===== src/rtl/src_pkg.sv =====
package src_pkg;

   // ************************************************************
   // widths and timing
   // ************************************************************
   localparam int DATA_W        = 16;
   localparam int ADDR_W        = 4;
   localparam int NUM_SP        = 4;
   localparam int CLOCK_HZ      = 50_000_000;
   localparam int TICK_PERIOD_S = 1;
   localparam int TICK_CYCLES   = CLOCK_HZ * TICK_PERIOD_S;
   localparam int DIV_W         = 26;
   localparam int DLY_W         = 14;

   // ************************************************************
   // display span and reset values
   // ************************************************************
   localparam logic signed [DATA_W-1:0] SPAN_MIN  = 16'hF831;
   localparam logic signed [DATA_W-1:0] SPAN_MAX  = 16'h270F;
   localparam logic [DLY_W-1:0]         DELAY_MAX = 14'h270F;
   localparam logic signed [DATA_W-1:0] SP_RST    = 16'h0000;
   localparam logic [DLY_W-1:0]         DELAY_RST = 14'h0000;
   localparam logic                     BAND_HYSTERESIS_SELECT_RST  = 1'b0;
   localparam logic [1:0]               PAT_RST   = 2'h0;

   // ************************************************************
   // register offsets and fields
   // ************************************************************
   localparam logic [ADDR_W-1:0] OFS_SP1    = 4'h0;
   localparam logic [ADDR_W-1:0] OFS_SP2    = 4'h1;
   localparam logic [ADDR_W-1:0] OFS_SP3    = 4'h2;
   localparam logic [ADDR_W-1:0] OFS_SP4    = 4'h3;
   localparam logic [ADDR_W-1:0] OFS_MAKE   = 4'h4;
   localparam logic [ADDR_W-1:0] OFS_BREAK  = 4'h5;
   localparam logic [ADDR_W-1:0] OFS_CTRL   = 4'h6;
   localparam logic [ADDR_W-1:0] OFS_STATUS = 4'h7;
   localparam logic [ADDR_W-1:0] OFS_EVENT  = 4'h8;
   localparam logic [ADDR_W-1:0] OFS_MASK   = 4'h9;
   localparam int CTRL_BAND_HYSTERESIS_SELECT  = 0;
   localparam int CTRL_PAT   = 1;
   localparam int ST_RELAY   = 0;
   localparam int ST_ALARM   = 4;
   localparam int ST_LOCK    = 8;
   localparam int ST_MENU    = 9;
   localparam int EVT_W      = 5;
   localparam int EVT_REJECT = 4;
   localparam logic [EVT_W-1:0] MASK_RST = 5'h00;

   // ************************************************************
   // menu states, gray along the button path except the M_PAT to M_RUN step
   // ************************************************************
   typedef enum logic [3:0] {
      M_RUN   = 4'h0,
      M_SP1   = 4'h1,
      M_MAKE  = 4'h3,
      M_BREAK = 4'h2,
      M_BAND_HYSTERESIS_SELECT  = 4'h6,
      M_SP2   = 4'h7,
      M_SP3   = 4'h5,
      M_SP4   = 4'h4,
      M_PAT   = 4'hC
   } src_menu_t;

   // pattern index to sense bits {sp4,sp3,sp2,sp1}, 1 = high-acting
   function automatic logic [NUM_SP-1:0] src_pat_vec(input logic [1:0] i);
      case (i)
         2'h0:    src_pat_vec = 4'h0;
         2'h1:    src_pat_vec = 4'hA;
         2'h2:    src_pat_vec = 4'hC;
         default: src_pat_vec = 4'hF;
      endcase
   endfunction : src_pat_vec

   function automatic logic signed [DATA_W-1:0] src_clamp(
      input logic signed [DATA_W-1:0] v);
      if (v < SPAN_MIN) src_clamp = SPAN_MIN;
      else if (v > SPAN_MAX) src_clamp = SPAN_MAX;
      else src_clamp = v;
   endfunction : src_clamp

endpackage : src_pkg


===== src/rtl/src_delay_if.sv =====
`timescale 1ns/1ps
interface src_delay_if;
   import src_pkg::*;
   logic             tick;
   logic             cond;
   logic [DLY_W-1:0] makeDelay;
   logic [DLY_W-1:0] breakDelay;
   logic             active;
   modport timer (input tick, cond, makeDelay, breakDelay, output active);
   modport ctrl  (output tick, cond, makeDelay, breakDelay, input active);
endinterface : src_delay_if


===== src/rtl/src_delay_timer.sv =====
`timescale 1ns/1ps
module src_delay_timer
   import src_pkg::*;
(
   // system
   input wire logic clock,
   input wire logic arst_n,
   // timer side
   src_delay_if.timer dly
);

   logic             actReg;
   logic             actNext;
   logic [DLY_W-1:0] cntReg;
   logic [DLY_W-1:0] cntNext;
   logic [DLY_W-1:0] dlyTarget;

   // first tick lands anywhere in the first second, so one extra tick
   // is counted to guarantee the whole programmed time
   always_comb begin
      actNext   = actReg;
      cntNext   = cntReg;
      dlyTarget = dly.cond ? dly.makeDelay : dly.breakDelay;
      if (dly.cond == actReg) begin
         cntNext = '0;
      end else if (dlyTarget == '0 || cntReg > dlyTarget) begin
         actNext = dly.cond;
         cntNext = '0;
      end else if (dly.tick) begin
         cntNext = cntReg + 14'h0001;
      end
   end

   always_ff @(posedge clock or negedge arst_n) begin
      if (!arst_n) begin
         actReg <= 1'b0;
         cntReg <= DELAY_RST;
      end else begin
         actReg <= actNext;
         cntReg <= cntNext;
      end
   end

   assign dly.active = actReg;

   a_make_wait: assert property (@(posedge clock) disable iff (!arst_n)
      !actReg && dly.cond && dly.makeDelay != '0
      && cntReg <= dly.makeDelay |=> !actReg)
      else $error("make delay cut short");
   a_break_wait: assert property (@(posedge clock) disable iff (!arst_n)
      actReg && !dly.cond && dly.breakDelay != '0
      && cntReg <= dly.breakDelay |=> actReg)
      else $error("break delay cut short");
   a_timer_restart: assert property (@(posedge clock) disable iff (!arst_n)
      dly.cond == actReg |=> cntReg == '0)
      else $error("delay count not restarted");

endmodule : src_delay_timer


===== src/rtl/setpoint_relay_control.sv =====
`timescale 1ns/1ps
module setpoint_relay_control
   import src_pkg::*;
#(
   parameter int TICK_CYC = TICK_CYCLES
)(
   // system
   input  wire logic                     clock,
   input  wire logic                     arst_n,
   // converter result
   input  wire logic signed [DATA_W-1:0] reading,
   input  wire logic                     readingValid,
   // front and rear panel pins
   input  wire logic                     progBtn,
   input  wire logic                     upBtn,
   input  wire logic                     downBtn,
   input  wire logic                     lock_n,
   // register port
   input  wire logic [ADDR_W-1:0]        addr,
   input  wire logic [DATA_W-1:0]        wrData,
   input  wire logic                     wrStrobe,
   input  wire logic                     rdStrobe,
   output logic      [DATA_W-1:0]        rdData,
   // outputs
   output logic      [NUM_SP-1:0]        relay,
   output logic      [NUM_SP-1:0]        annunciator,
   output logic                          irq
);

   // ************************************************************
   // pin synchronisers, a level counts once stages 2 and 3 agree
   // ************************************************************
   logic [3:0] pinRaw;
   logic [3:0] s1Reg, s2Reg, s3Reg, lvlReg, lvlNext, lvlPrev;
   logic [3:0] rise;
   assign pinRaw = {lock_n, downBtn, upBtn, progBtn};

   genvar g;
   generate
      for (g = 0; g < 4; g++) begin : g_pin
         always_comb begin
            lvlNext[g] = (s2Reg[g] == s3Reg[g]) ? s3Reg[g] : lvlReg[g];
         end
         assign rise[g] = lvlReg[g] & ~lvlPrev[g];
      end
   endgenerate

   always_ff @(posedge clock or negedge arst_n) begin
      if (!arst_n) begin
         s1Reg   <= 4'h8;
         s2Reg   <= 4'h8;
         s3Reg   <= 4'h8;
         lvlReg  <= 4'h8;
         lvlPrev <= 4'h8;
      end else begin
         s1Reg   <= pinRaw;
         s2Reg   <= s1Reg;
         s3Reg   <= s2Reg;
         lvlReg  <= lvlNext;
         lvlPrev <= lvlReg;
      end
   end

   logic lockActive;
   logic progPress, upPress, downPress, combo;
   assign lockActive = ~lvlReg[3];
   assign combo      = lvlReg[0] & lvlReg[1] & (rise[0] | rise[1]);
   assign progPress  = rise[0] & ~lvlReg[1];
   assign upPress    = rise[1] & ~lvlReg[0];
   assign downPress  = rise[2];

   // ************************************************************
   // one-second tick divider
   // ************************************************************
   logic [DIV_W-1:0] divReg, divNext;
   logic             tick;
   assign tick = (divReg == DIV_W'(TICK_CYC - 1));

   always_comb begin
      divNext = tick ? '0 : divReg + 26'h0000001;
   end

   always_ff @(posedge clock or negedge arst_n) begin
      if (!arst_n) divReg <= '0;
      else divReg <= divNext;
   end

   // ************************************************************
   // menu and settings
   // ************************************************************
   src_menu_t                 stReg, stNext;
   logic signed [DATA_W-1:0]  spReg [NUM_SP];
   logic signed [DATA_W-1:0]  spNext [NUM_SP];
   logic [DLY_W-1:0]          makeReg, makeNext, breakReg, breakNext;
   logic                      hystReg, hystNext;
   logic [1:0]                patReg, patNext;
   logic [NUM_SP-1:0]         sense;
   logic                      reject;
   logic                      edit;
   logic signed [DATA_W-1:0]  step;
   int                        idx;

   assign sense = src_pat_vec(patReg);
   assign edit  = upPress | downPress;
   assign step  = upPress ? 16'sh0001 : -16'sh0001;

   always_comb begin
      stNext    = stReg;
      spNext    = spReg;
      makeNext  = makeReg;
      breakNext = breakReg;
      hystNext  = hystReg;
      patNext   = patReg;
      reject    = 1'b0;
      idx       = 0;
      case (stReg)
         M_RUN:   if (combo) stNext = M_SP1;
         M_SP1:   if (progPress) stNext = M_MAKE;
         M_MAKE:  if (progPress) stNext = M_BREAK;
         M_BREAK: if (progPress) stNext = M_BAND_HYSTERESIS_SELECT;
         M_BAND_HYSTERESIS_SELECT:  if (progPress) stNext = M_SP2;
         M_SP2:   if (progPress) stNext = M_SP3;
         M_SP3:   if (progPress) stNext = M_SP4;
         M_SP4:   if (progPress) stNext = M_PAT;
         M_PAT:   if (progPress) stNext = M_RUN;
         default: stNext = M_RUN;
      endcase
      if (edit && stReg != M_RUN) begin
         if (lockActive) begin
            reject = 1'b1;
         end else begin
            case (stReg)
               M_SP1, M_SP2, M_SP3, M_SP4: begin
                  idx = (stReg == M_SP1) ? 0 : (stReg == M_SP2) ? 1 :
                        (stReg == M_SP3) ? 2 : 3;
                  spNext[idx] = src_clamp(spReg[idx] + step);
               end
               M_MAKE:
                  if (upPress && makeReg < DELAY_MAX)
                     makeNext = makeReg + 14'h0001;
                  else if (downPress && makeReg != '0)
                     makeNext = makeReg - 14'h0001;
               M_BREAK:
                  if (upPress && breakReg < DELAY_MAX)
                     breakNext = breakReg + 14'h0001;
                  else if (downPress && breakReg != '0)
                     breakNext = breakReg - 14'h0001;
               M_BAND_HYSTERESIS_SELECT:  hystNext = ~hystReg;
               M_PAT:   patNext = upPress ? patReg + 2'h1 : patReg - 2'h1;
               default: reject = 1'b0;
            endcase
         end
      end
      // bus writes share the same lockout gate
      if (wrStrobe && addr <= OFS_CTRL) begin
         if (lockActive) begin
            reject = 1'b1;
         end else if (addr <= OFS_SP4) begin
            spNext[addr[1:0]] = src_clamp(wrData);
         end else if (addr == OFS_MAKE) begin
            makeNext = (wrData[DLY_W-1:0] > DELAY_MAX) ? DELAY_MAX
                                                       : wrData[DLY_W-1:0];
         end else if (addr == OFS_BREAK) begin
            breakNext = (wrData[DLY_W-1:0] > DELAY_MAX) ? DELAY_MAX
                                                        : wrData[DLY_W-1:0];
         end else begin
            hystNext = wrData[CTRL_BAND_HYSTERESIS_SELECT];
            patNext  = wrData[CTRL_PAT +: 2];
         end
      end
   end

   always_ff @(posedge clock or negedge arst_n) begin
      if (!arst_n) begin
         stReg    <= M_RUN;
         spReg    <= '{default: SP_RST};
         makeReg  <= DELAY_RST;
         breakReg <= DELAY_RST;
         hystReg  <= BAND_HYSTERESIS_SELECT_RST;
         patReg   <= PAT_RST;
      end else begin
         stReg    <= stNext;
         spReg    <= spNext;
         makeReg  <= makeNext;
         breakReg <= breakNext;
         hystReg  <= hystNext;
         patReg   <= patNext;
      end
   end

   // ************************************************************
   // setpoint comparison, one pass per conversion
   // ************************************************************
   logic [NUM_SP-1:0] rawAlarm, alarmReg, alarmNext;
   logic              bandMode;
   assign bandMode = hystReg && (spReg[1] > spReg[0]);

   // unfitted relays still get evaluated and indicated
   generate
      for (g = 0; g < NUM_SP; g++) begin : g_cmp
         assign rawAlarm[g] = sense[g] ? (reading > spReg[g])
                                       : (reading < spReg[g]);
      end
   endgenerate

   always_comb begin
      alarmNext = alarmReg;
      if (readingValid) begin
         alarmNext = rawAlarm;
         if (bandMode) begin
            alarmNext[0] = alarmReg[0];
            if (!sense[0]) begin
               if (reading < spReg[0]) alarmNext[0] = 1'b1;
               else if (reading >= spReg[1]) alarmNext[0] = 1'b0;
            end else begin
               if (reading > spReg[1]) alarmNext[0] = 1'b1;
               else if (reading <= spReg[0]) alarmNext[0] = 1'b0;
            end
         end
      end
   end

   // ************************************************************
   // relays, first one through the delay timer
   // ************************************************************
   src_delay_if dly ();
   assign dly.tick       = tick;
   assign dly.cond       = alarmReg[0];
   assign dly.makeDelay  = makeReg;
   assign dly.breakDelay = breakReg;

   src_delay_timer u_timer (
      .clock  (clock),
      .arst_n (arst_n),
      .dly    (dly.timer)
   );

   logic [NUM_SP-1:0] relayReg, relayNext;
   always_comb begin
      relayNext = {alarmReg[3:1], dly.active};
   end

   always_ff @(posedge clock or negedge arst_n) begin
      if (!arst_n) begin
         alarmReg <= '0;
         relayReg <= '0;
      end else begin
         alarmReg <= alarmNext;
         relayReg <= relayNext;
      end
   end

   assign relay       = relayReg;
   assign annunciator = relayReg;

   // ************************************************************
   // events, mask and register reads
   // ************************************************************
   logic [EVT_W-1:0]  evtReg, evtNext, maskReg, maskNext, evtSet;
   logic [DATA_W-1:0] rdReg, rdNext;
   assign evtSet = {reject, relayNext ^ relayReg};

   always_comb begin
      evtNext  = evtReg;
      maskNext = maskReg;
      // set wins over a clear in the same cycle
      if (wrStrobe && addr == OFS_EVENT) evtNext = evtReg & ~wrData[EVT_W-1:0];
      if (wrStrobe && addr == OFS_MASK) maskNext = wrData[EVT_W-1:0];
      evtNext = evtNext | evtSet;
      rdNext  = '0;
      if (rdStrobe) begin
         if (addr <= OFS_SP4) rdNext = spReg[addr[1:0]];
         else if (addr == OFS_MAKE) rdNext = {2'h0, makeReg};
         else if (addr == OFS_BREAK) rdNext = {2'h0, breakReg};
         else if (addr == OFS_CTRL) rdNext = {13'h0000, patReg, hystReg};
         else if (addr == OFS_STATUS)
            rdNext = {3'h0, stReg, lockActive, alarmReg, relayReg};
         else if (addr == OFS_EVENT) rdNext = {11'h000, evtReg};
         else if (addr == OFS_MASK) rdNext = {11'h000, maskReg};
         else rdNext = '0;
      end
   end

   always_ff @(posedge clock or negedge arst_n) begin
      if (!arst_n) begin
         evtReg  <= '0;
         maskReg <= MASK_RST;
         rdReg   <= '0;
      end else begin
         evtReg  <= evtNext;
         maskReg <= maskNext;
         rdReg   <= rdNext;
      end
   end

   assign rdData = rdReg;
   assign irq    = |(evtReg & maskReg);

   // ************************************************************
   // checks
   // ************************************************************
   a_high_compare: assert property (@(posedge clock) disable iff (!arst_n)
      readingValid && sense[3] && reading > spReg[3] |=> alarmReg[3])
      else $error("high setpoint missed");
   a_low_compare: assert property (@(posedge clock) disable iff (!arst_n)
      readingValid && !sense[2] && reading < spReg[2] |=> alarmReg[2])
      else $error("low setpoint missed");
   a_direct_relay: assert property (@(posedge clock) disable iff (!arst_n)
      ##1 relayReg[3:2] == $past(alarmReg[3:2]))
      else $error("relay 3 or 4 delayed");
   a_band_hold: assert property (@(posedge clock) disable iff (!arst_n)
      bandMode && !sense[0] && alarmReg[0] && readingValid
      && reading < spReg[1] |=> alarmReg[0])
      else $error("band dropped early");
   a_eval_once: assert property (@(posedge clock) disable iff (!arst_n)
      !readingValid |=> $stable(alarmReg))
      else $error("alarm moved without conversion");
   a_lock_blocks: assert property (@(posedge clock) disable iff (!arst_n)
      lockActive |=> $stable(spReg[0]) && $stable(makeReg) && $stable(hystReg))
      else $error("setting changed under lockout");
   a_menu_entry: assert property (@(posedge clock) disable iff (!arst_n)
      stReg == M_RUN && combo |=> stReg == M_SP1)
      else $error("menu not entered");
   a_band_hysteresis_select_toggle: assert property (@(posedge clock) disable iff (!arst_n)
      stReg == M_BAND_HYSTERESIS_SELECT && upPress && !lockActive && !wrStrobe
      |=> hystReg != $past(hystReg))
      else $error("hysteresis not toggled");
   a_led_relay: assert property (@(posedge clock) disable iff (!arst_n)
      annunciator == relay)
      else $error("annunciator differs from relay");
   a_span_limit: assert property (@(posedge clock) disable iff (!arst_n)
      spReg[0] >= SPAN_MIN && spReg[0] <= SPAN_MAX)
      else $error("setpoint out of span");

endmodule : setpoint_relay_control


===== config.mk =====
export PLATFORM = sky130hd
export DESIGN_NAME = setpoint_relay_control
export DESIGN_NICKNAME = d
export VERILOG_FILES = /design/src/rtl/src_pkg.sv /design/src/rtl/src_delay_if.sv /design/src/rtl/src_delay_timer.sv /design/src/rtl/setpoint_relay_control.sv
export SDC_FILE = /design/constraint.sdc
export NUM_CORES = 1
export LEC_CHECK = 0
export BUFFER_PORTS_ARGS = -buffer_cell sky130_fd_sc_hd__buf_2
export CORE_AREA = 2 2 123 215
export CTS_BUF_LIST = sky130_fd_sc_hd__clkbuf_16
export DETAILED_ROUTE_END_ITERATION = 6
export DIE_AREA = 0 0 125 217
export GPL_ROUTABILITY_DRIVEN = 0
export PLACE_DENSITY = 0.71
export SLEW_MARGIN = 5
export SYNTH_ARGS = -nofsm -noshare
export SYNTH_HDL_FRONTEND = slang
export SYNTH_HIERARCHICAL = 1
export SYNTH_SLANG_ARGS = --single-unit

===== constraint.sdc =====
create_clock -name clock -period 6.38 [get_ports clock]
set_input_delay 0.638 -clock clock [delete_from_list [all_inputs] [get_ports clock]]
set_output_delay 0.638 -clock clock [all_outputs]
set_load 0.005 [all_outputs]

# After elaboration in Yosys (flattened, before gate mapping)
# Cells that the tools add are included.
# word_totals
reg_bits,193
out_inout_bits,25
input_bits,45
elab_cells,249
# classes
mux,108
n_bitwise,24
order_cmp,25
reduce_logical,24
addsub,9
n_eq_ne,33
# ops
op,n
two-way mux 64 bit,6
two-way mux 14 bit,26
two-way mux 16 bit,19
bitwise mux 64 bit,2
greater-than comparator 16 bit,5
binary-select mux 16 bit (select 2 bit),2
demux 16 bit (select 2 bit),2
< comparator 16 bit,4
adder 14 x 1 -> 14 bit (second input constant),3
two-way mux 4 bit,9
one-hot mux 4 bit (9 select lines),1
== test 4 x 3 -> 1 bit (second input constant),8
>= comparator 32 x 3 -> 1 bit (second input constant),1
greater-than comparator 16 x 15 -> 1 bit (second input constant),2
< comparator 16 x 12 -> 1 bit (second input constant),2
< comparator 32 x 1 -> 1 bit (second input constant),1
NOT 2 -> 32 bit,1
< comparator 14 bit (second input constant),2
nonzero test 14 bit,2
subtractor 14 x 1 -> 14 bit (second input constant),2
adder 26 x 1 -> 26 bit (second input constant),1
== test 26 bit (second input constant),1
two-way mux 13 bit,2
two-way mux 26 bit,1
other kinds (43),118

# Longest topological paths before layout
# logic_depth
ltp_word,23
depth_mapped,20
depth_no_buf,14

# Modules after synthesis
# Netlist, hierarchy kept.
# modules_own_cells
module,cells_each,seq_area_each_um2,area_per_inst_um2,n_inst
setpoint_relay_control,1563,4459.3,13282.7,1
src_delay_timer,136,375.4,1278.7,1

# Worst setup path before layout
# Ideal clock, no wire load.
# synth_timing
path_type,register to register
from,reg stReg[3]
to,reg spReg[17] in the netlist's numbering
synth_period_minus_slack_ns,4.627
t_required_ns,6.244
setup_slack_ns,1.753
arrival_time_ns,4.491
path_buffers,5
path_stages_with_launch,20
setup_ns,0.136
cell_sequence,dfrtp_1 buf_4 nand2b_1 or3b_2 clkbuf_1 clkbuf_1 o22ai_1 a31oi_1 ha_1 nand2_1 nor3_1 or3_4 or4_1 and4_1 buf_2 o41ai_4 o21ai_2 buf_6 a211oi_1 o22ai_1
# synth_lines
item,line,rtl
"start, declared",setpoint_relay_control.sv:91,"src_menu_t stReg, stNext;"
"start signal, assigned",setpoint_relay_control.sv:182,stReg <= stNext;
"end signal, assigned",setpoint_relay_control.sv:183,spReg <= spNext;
"end, declared",setpoint_relay_control.sv:92,logic signed [DATA_W-1:0] spReg [NUM_SP];

==> results by group <==
Outcome
  – Outcome: finished with violations
  – Failing checks: DRC

Synthesis
  – Post-synth top area share: 0.3248
  – Post-synth EDFFs: 0
  – Ys async rst share: 1.000
  – Mapped Cells: approximately 1,700
  – YS warnings: 6
  – Yosys reg bits: 193
  – Synth Area per Inst: approximately 8.6 um^2
  – Synth top area cells: dfrtp_1, ha_1, a21oi_1, nand2_1, o21ai_0
  – Synth area leader: dfrtp_1
  – Syn_nets: between 1,500 and 2,000
  – Synth unique cells: 83
  – Synthesized area: 14,560 um^2
  – Main synth FF type: dfrtp_1
  – Sequential area share after synthesis: 0.3320

Timing
  – Max-slew violations: 0
  – Fin Setup TNS: 0 ns
  – Worst hold slack: approximately 0.16 ns
  – Worst-Margin Slew: between 1 and 1.5 ns
  – Period Utilization, post-route: 0.8498
  – RSZ-0062 raised after global routing: no
  – Hold Vio Cnt, Final: 0
  – Fmax: approximately 0.18 GHz
  – Slew HR: 0.1262
  – Min Clock Period, post-route: ~5.4 ns
  – Setup violators final: 0
  – Skew final: roughly 0.013 ns

Floorplanning
  – Die W: 125 um
  – Std-Cell Rows: 78
  – Core ar.: approximately 26,000 um^2
  – Initial Utilization: 0.5695
  – Die area: ~27,000 um^2
  – I/O Pins: 70
  – Die H: 217 um

GRT
  – Largest net degree at the start of global routing: 77
  – GRT Total Usage: 0.3792
  – Initial antenna violation count: 0
  – Vias in the first global route: between 10,000 and 15,000
  – Grt ovf: 0
  – First-pass GRT wire length: 78.76 mm

Setup path
  – Critical Path Start Type: flop
  – Max incr delay on CP: approximately 0.71 ns
  – Cells along the critical path: or3b_1, nor2_1, nor3_1, inv_1, fa_1, a21o_1, a221oi_2, o21ai_0, a31oi_1, xnor2_1, or3_1, o221a_2, a211oi_1, o22ai_1
  – CP max-delay cell: or3b_1
  – WP buf/inv: 1
  – Crit Path Max Fanout: 33
  – Worst Path Required: 6.70 ns
  – CP Capture Type: flop
  – Worst flop-to-flop path endpoint: spReg[49]$_DFF_PN0_
  – CP Class: reg -> reg
  – R2R Setup Slk: between 0.9 and 1 ns
  – Worst Path Arrival: between 5 and 6 ns
  – Kind of cell adding the most delay to the critical path: compound AO/OA/AOI/OAI gates
  – Reg2reg path depth: 14
  – FF-to-FF Start: stReg[1]$_DFFE_PN0P_

Hold path
  – Worst hold path class: in -> async

Clock network
  – Insertion delay to the later sink of the worst-skew pair: 0.47 ns
  – CTS tree: built
  – Root Buffer: clkbuf_16
  – Total CTS buffers: 17
  – Hold buffer count at CTS: 0
  – Post-CTS sizing: 0
  – H-tree Lvls: 4
  – Clock sinks: approximately 190
  – Worst-path clk slew: about 0.08 ns
  – Post-CTS Setup Repair Bufs: 0
  – Maximum clock insertion buffer count: 2

Power and ir drop
  – Pleak: between 6 and 7 nW
  – Power Density: between 400 and 500 nW/um^2
  – VDD IR max: around 550 uV

Layout
  – Area Growth Syn to Fin: 7.510%
  – Ant diodes: 0
  – Layout cell share with drive strength beyond 1: 0.1034
  – Fin nets: 1,873

Route
  – Detail-routed net length per standard cell: 25.17 um
  – Final WL: roughly 51 mm
  – Starting DRT DRC Count: around 1,500
  – Via Count: roughly 14,000
  – ANT nets after route: 0
  – TritonRoute pass-1 iters: 7
  – Drt drc: 21
  – Via density: 6.898

Flow run
  – Max cap viols: 0

Place
  – # port buffers: 69
  – DPL Wire Length: 38.11 mm
cell type report:
cell class	count	area [um^2]
clock buffer	17	425.4
inverter	88	330.3
sequential	193	4835
fill	2309	9915
multi-input combinational	1323	9026
tap	320	400.4
timing repair buffer	85	474.2
clock inverter	15	163.9
through the flow:
stage	worst slack (ns)	power, W	area, um^2	instances	utilization
after CTS	1.124	0.007445	15660	2041	0.6123
after global placement	1.259	0.006215	15070	2009	0.5892
after global routing	0.6929	0.008028	15660	2041	0.6123
final	0.9580	0.007636	15660	2041	0.6123
after detailed placement	1.160	0.006328	15070	2009	0.5892
after floorplan	1.753	0.005013	14560	1699	-
layer usage:
layer,up-vias,share of wire,track usage
met5,-,0,0
met4,0,0.11,0.3411
met3,339,0.072,0.07866
met2,783,0.49,0.6460
met1,6673,0.33,0.3886
li1,6283,-,-
cell families (layout without fill, tap and decap cells):
group	Yosys count	after routing	share of synthesized area
simple gates	574	574	0.1964
compound gates	489	489	0.2144
flops	193	193	0.3320
buf+inv	183	205	0.05087
fa+ha+maj	124	124	0.1064
xor+xnor	85	85	0.05113
mux	51	51	0.04881
flip-flops by register name (all words and copies together), names as in the netlist:
name / cells
s1Reg: 4
annunciator: 4
s2Reg: 4
s3Reg: 4
lvlPrev: 3
evtReg: 5
stReg: 4
breakReg: 14
divReg: 26
u_timer/cntReg: 14
lvlReg: 4
hystReg: 1
alarmReg: 4
maskReg: 5
spReg: 64
dly.makeDelay: 14
u_timer/dly.active: 1
patReg: 2
rdData: 16
worst max-delay path by stage:
stage / depth (start not counted) / slack [ns] / startpoint / endpoint
after floorplan: 19 / 1.75 / stReg[3]$_DFFE_PN0P_ / spReg[17]$_DFF_PN0_
after global placement: 14 / 1.26 / stReg[1]$_DFFE_PN0P_ / spReg[49]$_DFF_PN0_
after detailed placement: 14 / 1.16 / stReg[1]$_DFFE_PN0P_ / spReg[49]$_DFF_PN0_
after CTS: 14 / 1.12 / stReg[1]$_DFFE_PN0P_ / spReg[49]$_DFF_PN0_
after global routing: 14 / 0.69 / stReg[0]$_DFFE_PN0P_ / spReg[37]$_DFF_PN0_
final: 14 / 0.96 / stReg[1]$_DFFE_PN0P_ / spReg[49]$_DFF_PN0_
power breakdown:
part	switching [W]	internal, W
Clock	0.000548	0.000558
Sequential	0.000700	0.00153
Combinational	0.00275	0.00155
Total	0.00400	0.00364
cells in the mapped netlist (all sizes together) (6+ instances only):
| master | count |
|---|---|
| mux4 | 15 |
| xnor2 | 37 |
| ha | 119 |
| o22ai | 35 |
| o211ai | 28 |
| clkbuf | 72 |
| a22oi | 19 |
| o31ai | 17 |
| nand3 | 41 |
| xor2 | 48 |
| a21oi | 137 |
| a21o | 18 |
| a211o | 10 |
| or3 | 15 |
| inv | 88 |
| a311oi | 12 |
| mux2i | 26 |
| and4 | 8 |
| nor2b | 21 |
| buf | 23 |
| nand2 | 153 |
| a311o | 6 |
| o21a | 17 |
| nor3 | 54 |
| nor2 | 132 |
| a211oi | 11 |
| nand4 | 46 |
| a31oi | 25 |
| a22o | 6 |
| dfrtp | 189 |
| o21ai | 110 |
| and3 | 16 |
| nor4 | 24 |
| or2 | 7 |
| or4 | 11 |
| mux2 | 10 |
| and2 | 13 |
| nand2b | 14 |
worst register-to-register path: stages (launching register included):
cell and delay (ns):
dfrtp_1 0.63, or3b_1 0.71, nor2_1 0.14, nor3_1 0.28, inv_1 0.19, fa_1 0.43
a21o_1 0.23, a221oi_2 0.53, o21ai_0 0.26, a31oi_1 0.32, xnor2_1 0.20, or3_1 0.39
o221a_2 0.50, a211oi_1 0.35, o22ai_1 0.13
placed cells by master (no fill, tap or decap), types with 16 or more instances in the layout:
cell	count
a21o_1	17
a21oi_1	137
a22oi_1	19
a31oi_1	25
and3_1	16
buf_2	68
buf_4	16
clkbuf_16	17
dfrtp_1	189
ha_1	119
inv_1	88
mux2i_1	26
nand2_1	153
nand3_1	41
nand4_1	45
nor2_1	129
nor2b_1	21
nor3_1	51
nor4_1	22
o211ai_1	28
o21a_1	17
o21ai_0	106
o22ai_1	35
o31ai_1	17
xnor2_1	37
xor2_1	48
Note: power is estimated with default switching activity, not from simulation.
